===== src/core/ufic_pkg.sv =====
// Constants for the serial FIFO interrupt control block
package ufic_pkg;
  // Register byte offsets
  localparam logic [7:0] UFIC_CTRL_OFS = 8'h00;
  localparam logic [7:0] UFIC_IER_OFS = 8'h04;
  localparam logic [7:0] UFIC_DIV_OFS = 8'h08;
  localparam logic [7:0] UFIC_IDENT_OFS = 8'h0c;
  localparam logic [7:0] UFIC_EVT_OFS = 8'h10;
  localparam logic [7:0] UFIC_MASK_OFS = 8'h14;
  localparam logic [7:0] UFIC_LEVEL_OFS = 8'h18;
  // Control register fields
  localparam int UFIC_CTRL_FIFO_EN = 0;
  localparam int UFIC_CTRL_WLEN_LSB = 1;
  localparam int UFIC_CTRL_TWO_STOP = 3;
  localparam int UFIC_CTRL_PARITY = 4;
  localparam int UFIC_CTRL_TRIG_LSB = 5;
  // Interrupt enable bits
  localparam int UFIC_IER_RX = 0;
  localparam int UFIC_IER_TX = 1;
  localparam int UFIC_IER_LS = 2;
  localparam int UFIC_IER_MS = 3;
  // Event status bits
  localparam int UFIC_EVT_TRIG = 0;
  localparam int UFIC_EVT_TMO = 1;
  localparam int UFIC_EVT_TX_HOLDING_EMPTY_FLAG = 2;
  // Identification codes, bit 0 low means pending
  localparam logic [3:0] UFIC_ID_NONE = 4'h1;
  localparam logic [3:0] UFIC_ID_LINE = 4'h6;
  localparam logic [3:0] UFIC_ID_RXDATA = 4'h4;
  localparam logic [3:0] UFIC_ID_TMO = 4'hc;
  localparam logic [3:0] UFIC_ID_TX_HOLDING_EMPTY_FLAG = 4'h2;
  localparam logic [3:0] UFIC_ID_MODEM = 4'h0;
  localparam logic [1:0] UFIC_ID_FIFO_FLAGS = 2'h3;
  // Character timing
  localparam logic [3:0] UFIC_MIN_FRAME = 4'h7;
  localparam int UFIC_TICK_SHIFT = 4;
  localparam int UFIC_TMO_SHIFT = 2;
  // Reset values
  localparam logic [15:0] UFIC_DIV_RESET = 16'h000c;
  localparam logic [31:0] UFIC_RD_ZERO = 32'h0000_0000;
endpackage


===== src/core/ufic_top.sv =====
// Serial FIFO interrupt control: trigger, timeout, transmit empty, polled mode, APB registers
//
// Overview of operation
// - Data-available code when fill reaches trigger
// - Timeout needs char, idle arrival, idle read
// - Second stop bit counts in character time
// - Character time runs on the baud clock
// - Read or quiet arrival restarts timeout timer
// - Receive read clears timeout and restarts timer
// - Transmit interrupts need the enable only, not FIFO mode
// - Delay empty unless two bytes were held
// - Enabling FIFO mode raises transmit interrupt at once
// - Empty code 02; cleared by write or read
// - Timeout shares priority with data available
// - Cleared enables give independent polled mode
// - Polled mode shows no timeout or trigger
// - Baud 16x clock is input over divisor
// - Timeout sets identification bits 3 and 2
// - Line status outranks data available
//
// Added by the designer: the placing of the registers and the APB interface to the registers.
`timescale 1ns/1ps
`default_nettype none
module ufic_top
  import ufic_pkg::*;
#(
  parameter int LW = 5
) (
  input wire logic pclk,
  input wire logic presetn,
  input wire logic psel,
  input wire logic penable,
  input wire logic pwrite,
  input wire logic [7:0] paddr,
  input wire logic [31:0] pwdata,
  output logic [31:0] prdata,
  output logic pready,
  output logic pslverr,
  input wire logic [LW-1:0] rx_level,
  input wire logic rx_char_arrived,
  input wire logic rx_fifo_read,
  input wire logic [LW-1:0] tx_level,
  input wire logic tx_holding_write,
  input wire logic line_status_pending,
  input wire logic modem_status_pending,
  output logic baud_tick16,
  output logic serial_intr,
  output logic [7:0] interrupt_identity_reg,
  output logic irq
);

  typedef struct packed {
    logic fifo_en;
    logic [1:0] wlen;
    logic two_stop;
    logic parity_en;
    logic [LW-1:0] trig;
    logic [3:0] ier;
    logic [15:0] divisor;
    logic [2:0] evt;
    logic [2:0] mask;
    logic [31:0] rdata;
    logic [15:0] div_cnt;
    logic tick;
    logic [9:0] to_cnt;
    logic to_pend;
    logic rx_avail_q;
    logic tx_empty_q;
    logic held_two;
    logic [7:0] dly_cnt;
    logic dly_act;
    logic tx_holding_empty_flag_pend;
  } ufic_state_t;

  ufic_state_t s;
  ufic_state_t next_s;

  function automatic logic addr_ok(input logic [7:0] a);
    if (a == UFIC_CTRL_OFS) return 1'b1;
    else if (a == UFIC_IER_OFS) return 1'b1;
    else if (a == UFIC_DIV_OFS) return 1'b1;
    else if (a == UFIC_IDENT_OFS) return 1'b1;
    else if (a == UFIC_EVT_OFS) return 1'b1;
    else if (a == UFIC_MASK_OFS) return 1'b1;
    else if (a == UFIC_LEVEL_OFS) return 1'b1;
    else return 1'b0;
  endfunction

  logic setup;
  logic access;
  logic wr;
  logic rd_ident;
  logic [3:0] frame_bits;
  logic [7:0] char_ticks;
  logic [9:0] to_limit;
  logic [7:0] dly_limit;
  logic rx_avail;
  logic to_expired;
  logic to_restart;
  logic to_set;
  logic tx_empty;
  logic tx_holding_empty_flag_set;
  logic tx_holding_empty_flag_src;
  logic [3:0] id_code;
  logic [2:0] evt_in;
  logic div_tick;

  assign setup = psel && !penable;
  assign access = psel && penable;
  assign wr = access && pwrite && addr_ok(paddr);
  assign rd_ident = access && !pwrite && paddr == UFIC_IDENT_OFS;

  // Frame: start, 5..8 data, optional parity, one or two stops, in 16 ticks per bit
  assign frame_bits = UFIC_MIN_FRAME + {2'b00, s.wlen} + {3'b000, s.parity_en} + {3'b000, s.two_stop};
  assign char_ticks = {frame_bits, 4'h0};
  assign to_limit = {char_ticks, 2'b00};
  assign dly_limit = 8'({4'h0, 4'(frame_bits - 4'h1)} << UFIC_TICK_SHIFT);

  // Compare is >= so a lowered divisor ticks at once instead of waiting for the count to wrap
  assign div_tick = (s.divisor != 16'h0000) && (s.div_cnt >= s.divisor - 16'h0001);

  // Polled receiver: enable bit low, nothing is indicated
  always_comb begin
    if (!s.ier[UFIC_IER_RX]) begin
      rx_avail = 1'b0;
    end else if (s.fifo_en) begin
      rx_avail = rx_level >= s.trig && rx_level != '0;
    end else begin
      rx_avail = rx_level != '0;
    end
  end

  assign to_expired = s.to_cnt == to_limit;
  assign to_restart = rx_fifo_read || (rx_char_arrived && !s.to_pend);
  assign to_set = to_expired && !to_restart && rx_level != '0 && s.fifo_en && s.ier[UFIC_IER_RX];

  assign tx_empty = tx_level == '0;
  // Empty right after a single-byte burst waits the frame less one bit; otherwise at once
  assign tx_holding_empty_flag_set = (s.dly_act && s.tick && s.dly_cnt == dly_limit && tx_empty)
      || (tx_empty && !s.tx_empty_q && s.held_two)
      || (wr && paddr == UFIC_CTRL_OFS && pwdata[UFIC_CTRL_FIFO_EN] && !s.fifo_en && tx_empty);
  assign tx_holding_empty_flag_src = s.tx_holding_empty_flag_pend && s.ier[UFIC_IER_TX];

  // Identification priority: line, receive group, transmit, modem
  always_comb begin
    if (line_status_pending && s.ier[UFIC_IER_LS]) begin
      id_code = UFIC_ID_LINE;
    end else if (s.to_pend && s.ier[UFIC_IER_RX] && s.fifo_en) begin
      id_code = UFIC_ID_TMO;
    end else if (rx_avail) begin
      id_code = UFIC_ID_RXDATA;
    end else if (tx_holding_empty_flag_src) begin
      id_code = UFIC_ID_TX_HOLDING_EMPTY_FLAG;
    end else if (modem_status_pending && s.ier[UFIC_IER_MS]) begin
      id_code = UFIC_ID_MODEM;
    end else begin
      id_code = UFIC_ID_NONE;
    end
  end

  assign evt_in = {tx_holding_empty_flag_set, to_set, rx_avail && !s.rx_avail_q};

  always_comb begin
    next_s = s;
    next_s.tick = div_tick;
    next_s.div_cnt = div_tick ? 16'h0000 : s.div_cnt + 16'h0001;
    next_s.rx_avail_q = rx_avail;
    next_s.tx_empty_q = tx_empty;
    // Timeout timer counts baud ticks and saturates at four characters
    if (to_restart) begin
      next_s.to_cnt = '0;
    end else if (s.tick && !to_expired) begin
      next_s.to_cnt = s.to_cnt + 10'h001;
    end
    if (to_set) begin
      next_s.to_pend = 1'b1;
    end else if (rx_fifo_read || rx_level == '0) begin
      next_s.to_pend = 1'b0;
    end
    // Two-byte history since the last empty indication
    if (tx_holding_empty_flag_set) begin
      next_s.held_two = 1'b0;
    end else if (tx_level >= LW'(2)) begin
      next_s.held_two = 1'b1;
    end
    if (tx_empty && !s.tx_empty_q && !s.held_two) begin
      next_s.dly_act = 1'b1;
      next_s.dly_cnt = '0;
    end else if (!tx_empty || tx_holding_empty_flag_set) begin
      next_s.dly_act = 1'b0;
    end else if (s.dly_act && s.tick) begin
      next_s.dly_cnt = s.dly_cnt + 8'h01;
    end
    // Set wins over the write and read clears
    if (tx_holding_empty_flag_set) begin
      next_s.tx_holding_empty_flag_pend = 1'b1;
    end else if (tx_holding_write || (rd_ident && id_code == UFIC_ID_TX_HOLDING_EMPTY_FLAG)) begin
      next_s.tx_holding_empty_flag_pend = 1'b0;
    end
    next_s.evt = s.evt;
    if (wr && paddr == UFIC_EVT_OFS) begin
      next_s.evt = s.evt & ~pwdata[2:0];
    end
    next_s.evt = next_s.evt | evt_in;
    if (wr) begin
      if (paddr == UFIC_CTRL_OFS) begin
        next_s.fifo_en = pwdata[UFIC_CTRL_FIFO_EN];
        next_s.wlen = pwdata[UFIC_CTRL_WLEN_LSB +: 2];
        next_s.two_stop = pwdata[UFIC_CTRL_TWO_STOP];
        next_s.parity_en = pwdata[UFIC_CTRL_PARITY];
        next_s.trig = pwdata[UFIC_CTRL_TRIG_LSB +: LW];
      end else if (paddr == UFIC_IER_OFS) begin
        next_s.ier = pwdata[3:0];
      end else if (paddr == UFIC_DIV_OFS) begin
        next_s.divisor = pwdata[15:0];
      end else if (paddr == UFIC_MASK_OFS) begin
        next_s.mask = pwdata[2:0];
      end
    end
    // Read data is captured in the setup cycle so prdata leaves a flip-flop
    if (setup) begin
      if (paddr == UFIC_CTRL_OFS) begin
        next_s.rdata = 32'({s.trig, s.parity_en, s.two_stop, s.wlen, s.fifo_en});
      end else if (paddr == UFIC_IER_OFS) begin
        next_s.rdata = {28'h0, s.ier};
      end else if (paddr == UFIC_DIV_OFS) begin
        next_s.rdata = {16'h0, s.divisor};
      end else if (paddr == UFIC_IDENT_OFS) begin
        next_s.rdata = {24'h0, interrupt_identity_reg};
      end else if (paddr == UFIC_EVT_OFS) begin
        next_s.rdata = {29'h0, s.evt};
      end else if (paddr == UFIC_MASK_OFS) begin
        next_s.rdata = {29'h0, s.mask};
      end else if (paddr == UFIC_LEVEL_OFS) begin
        next_s.rdata = {16'h0, 8'(tx_level), 8'(rx_level)};
      end else begin
        next_s.rdata = UFIC_RD_ZERO;
      end
    end
  end

  always_ff @(posedge pclk or negedge presetn) begin
    if (!presetn) begin
      s <= '0;
      s.divisor <= UFIC_DIV_RESET;
      s.trig <= LW'(1);
    end else begin
      s <= next_s;
    end
  end

  assign prdata = s.rdata;
  assign pready = access;
  assign pslverr = access && !addr_ok(paddr);
  assign baud_tick16 = s.tick;
  assign interrupt_identity_reg = {s.fifo_en ? UFIC_ID_FIFO_FLAGS : 2'b00, 2'b00, id_code};
  assign serial_intr = !id_code[0];
  assign irq = |(s.evt & s.mask);
endmodule
`default_nettype wire


===== config.mk =====
export PLATFORM = sky130hd
export DESIGN_NAME = ufic_top
export DESIGN_NICKNAME = d
export VERILOG_FILES = /design/src/core/ufic_pkg.sv /design/src/core/ufic_top.sv
export SDC_FILE = /design/constraint.sdc
export NUM_CORES = 1
export LEC_CHECK = 0
export ABC_AREA = 1
export BUFFER_PORTS_ARGS = -buffer_cell sky130_fd_sc_hd__buf_2
export CORE_MARGIN = 1.5
export CORE_UTILIZATION = 59
export CTS_BUF_LIST = sky130_fd_sc_hd__clkbuf_4
export DETAILED_ROUTE_END_ITERATION = 8
export PLACE_DENSITY = 0.88
export SYNTH_ARGS = -nofsm -noshare
export SYNTH_HDL_FRONTEND = slang
export SYNTH_SLANG_ARGS = --single-unit

===== constraint.sdc =====
create_clock -name pclk -period 3.23 [get_ports pclk]
set_clock_uncertainty 0.1 [all_clocks]
set_input_delay 0.646 -clock pclk [delete_from_list [all_inputs] [get_ports pclk]]
set_output_delay 0.646 -clock pclk [all_outputs]
set_load 0.005 [all_outputs]

==> flow_summary.toml <==
[cts]
h-tree-depth = 3
cts_buffer_depth = 2
clk_latency_ps = 470
cts_tree = "built"
clock-sinks = 93
cts_buffers = 9
root_buffer = "clkbuf_4"
path_clk_slew_ps = 150

[global_route]
grt_max_degree = 51
grt_pass1_vias = 4939
grt_pass1_wl_mm = 22.9
overflow = 0
grt_antenna_before_repair = 0
gr-usage-all-layers = 0.264

[critical_path]
crit_chain = "inv_1 > ha_1 > inv_1 > ha_1 > inv_2 > fa_1 > ha_1 > inv_1 > nand2_1 > nand3_1 > inv_1 > nand2_1 > inv_1 > nand2_1 > nor2_1 > nor2_1 > nand4_1 > buf_4 > nand3_1 > nand2_1"
rrSetupSlack_ps = 100
worst-path-buf-inv = 7
path_class = "reg -> reg"
crit_path_end_kind = "register"
start_kind = "register"
critPathMaxStageDelay_ps = 500
cpMaxStageDelayCell = "fa_1"
critPathRequiredTime_ps = 3480
critical_path.top_delay_family = "adder cells"
cp.arrival_ps = 3380
reg2regPathDepth = 20
path_depth = 20
crit_top_cell = "inv_1"
crit_fanout = 8

[final_layout]
nets = 931
register_area_um2 = 2330
drive_gt1_frac = 0.144
fillers = 873
final_util = 0.657
design_area_um2 = 6450
multi_input_area_um2 = 3000
antenna_cells = 0
instances_no_fill = 976
areaGrowthSynthToFinish_pct = 7.42

[route]
vias_per_cell = 5.40
detail-route-antenna-nets = 0
wl_mm = 13.6
drc_errors = 0
first_pass_iters = 8
num_vias = 5270
dr.first_iter.drc_count = 430
avgRoutedWirePerCell_um = 14.0

[timing]
final.setup.tns_ps = 0
worstMarginPinSlew_ps = 667
max_clock_freq_ghz = 0.320
period_share = 0.968
slew_headroom = 0.555
drv_slew = 0
setup_viol = 0
hold_viol_final = 0
period_minus_slack_ps = 3130

[synthesis]
yosysUniqueCellTypes = 49
ys_seq_area_frac = 0.388
synth_area_um2 = 6000
synth.top_cells.by_count = "nand2_1 (175), inv_1 (104), dfrtp_1 (90)"
synthTopCellsByArea = "dfrtp_1 (38%), nand2_1 (11%), inv_1 (6.5%)"
synth_top_area_cell = "dfrtp_1"
synth_area_per_cell_um2 = 7.67
synth_edf_count = 0
async_flop_share = 1.00
synthCells = 783
ys_warn_count = 0
yosysMostFrequentCell = "nand2_1"
synth_top_area_share = 0.375
ys.flop_type = "dfrtp_1"
synth-seq-cells = 93

[power_and_ir_drop]
p_leak_nw = 3.41
total_power_w = 0.00203
p_per_area_nw_per_um2 = 315
vdd_drop_max_v = 0.000158

[die]
die_w_um = 104
coreArea_um2 = 9820
io_pins = 105
initial_utilization = 0.611
dieHeight_um = 104
num_rows = 36
die_area_um2 = 10800

[placement]
place_congestion = 0.911
place_area_um2 = 6300
post-dp-hpwl_mm = 10.2
io_buffers = 70
place_inst = 960

[flow_run]
max_cap_viol_count = 0

[status]
status = "finished, final reports clean"

[hold_path]
hp-class = "in -> async"
## timing repair
| action | 4_1_cts | 5_1_grt |
|---|---|---|
| gates resized for setup | 0 | 4 |
| hold buffers | 0 | 0 |
| setup endpoints to repair | 0 | 25 |
| setup buffers | 0 | 1 |
## logic make-up (layout without fill, tap and decap cells)
group / Yosys count / in the layout / share of synthesized area
flip-flops: 93 / 93 / 0.388
AO/OA/AOI/OAI: 111 / 111 / 0.100
XOR/XNOR: 34 / 34 / 0.0496
AND/OR/NAND/NOR: 354 / 354 / 0.268
adder cells (fa/ha/maj): 32 / 32 / 0.0679
other: 1 / 18 / 0.000625
buffers and inverters: 158 / 201 / 0.125
## state kept, by name (all words and copies together), names as in the netlist
register / cells
baud_tick16: 1
prdata: 16
s: 76
## report_power, final
group          switching, W  leakage [nW]  internal, W
logic              0.000123          2.18    0.0000678
clock network      0.000412        0.0717     0.000232
registers         0.0000157          1.15      0.00118
total              0.000551          3.41      0.00148
## per-layer routing
| metal | vias up | wire [um] | GRT usage |
|---|---|---|---|
| met5 | - | 0 | 0 |
| met1 | 2447 | 6190 | 0.365 |
| met2 | 199 | 6180 | 0.405 |
| met3 | 41 | 817 | 0.0508 |
| met4 | 0 | 463 | 0.112 |
| li1 | 2583 | - | - |
## cell usage in the layout, fill, tap and decap left out, drive strengths merged, types with 3 or more instances in the layout
| cell | synthesis | layout |
|---|---|---|
| conb | 1 | 18 |
| inv | 110 | 110 |
| ha | 31 | 31 |
| nand4 | 15 | 15 |
| xor2 | 28 | 28 |
| nor2 | 72 | 72 |
| buf | 43 | 75 |
| clkbuf | 4 | 9 |
| nor3 | 13 | 13 |
| dfrtp | 90 | 90 |
| clkinv | 1 | 5 |
| o21ai | 61 | 61 |
| or2 | 5 | 5 |
| nand2 | 179 | 179 |
| a21oi | 35 | 35 |
| nor4 | 4 | 4 |
| nand3 | 61 | 61 |
| dfstp | 3 | 3 |
| xnor2 | 6 | 6 |
## metrics by stage
stage | setup WS [ps] | hold WS, ps
floorplan | 269 | 250
global placement | 198 | 323
detailed placement | 75.3 | 334
CTS | 45.3 | 102
global route | -39.1 | 100
finish | 105 | 71.0
## cell type report
type                            count  area share
Clock buffer                        9      0.0105
Clock inverter                      6      0.0101
Sequential cell                    93       0.361
Timing Repair Buffer               75      0.0625
Inverter                          111      0.0650
Tap cell                          133      0.0258
Multi-Input combinational cell    549       0.465
## worst paths after layout
kind / end / start
max reg2reg: s[7] / s[104]
min in group pclk: s[93] / pwdata[14]
min reg2reg: s[76] / s[12]
max in group asynchronous: s[15] / presetn
min: s[26] / presetn
max: s[7] / s[104]
No activity file was read; power rests on OpenSTA's default activity.
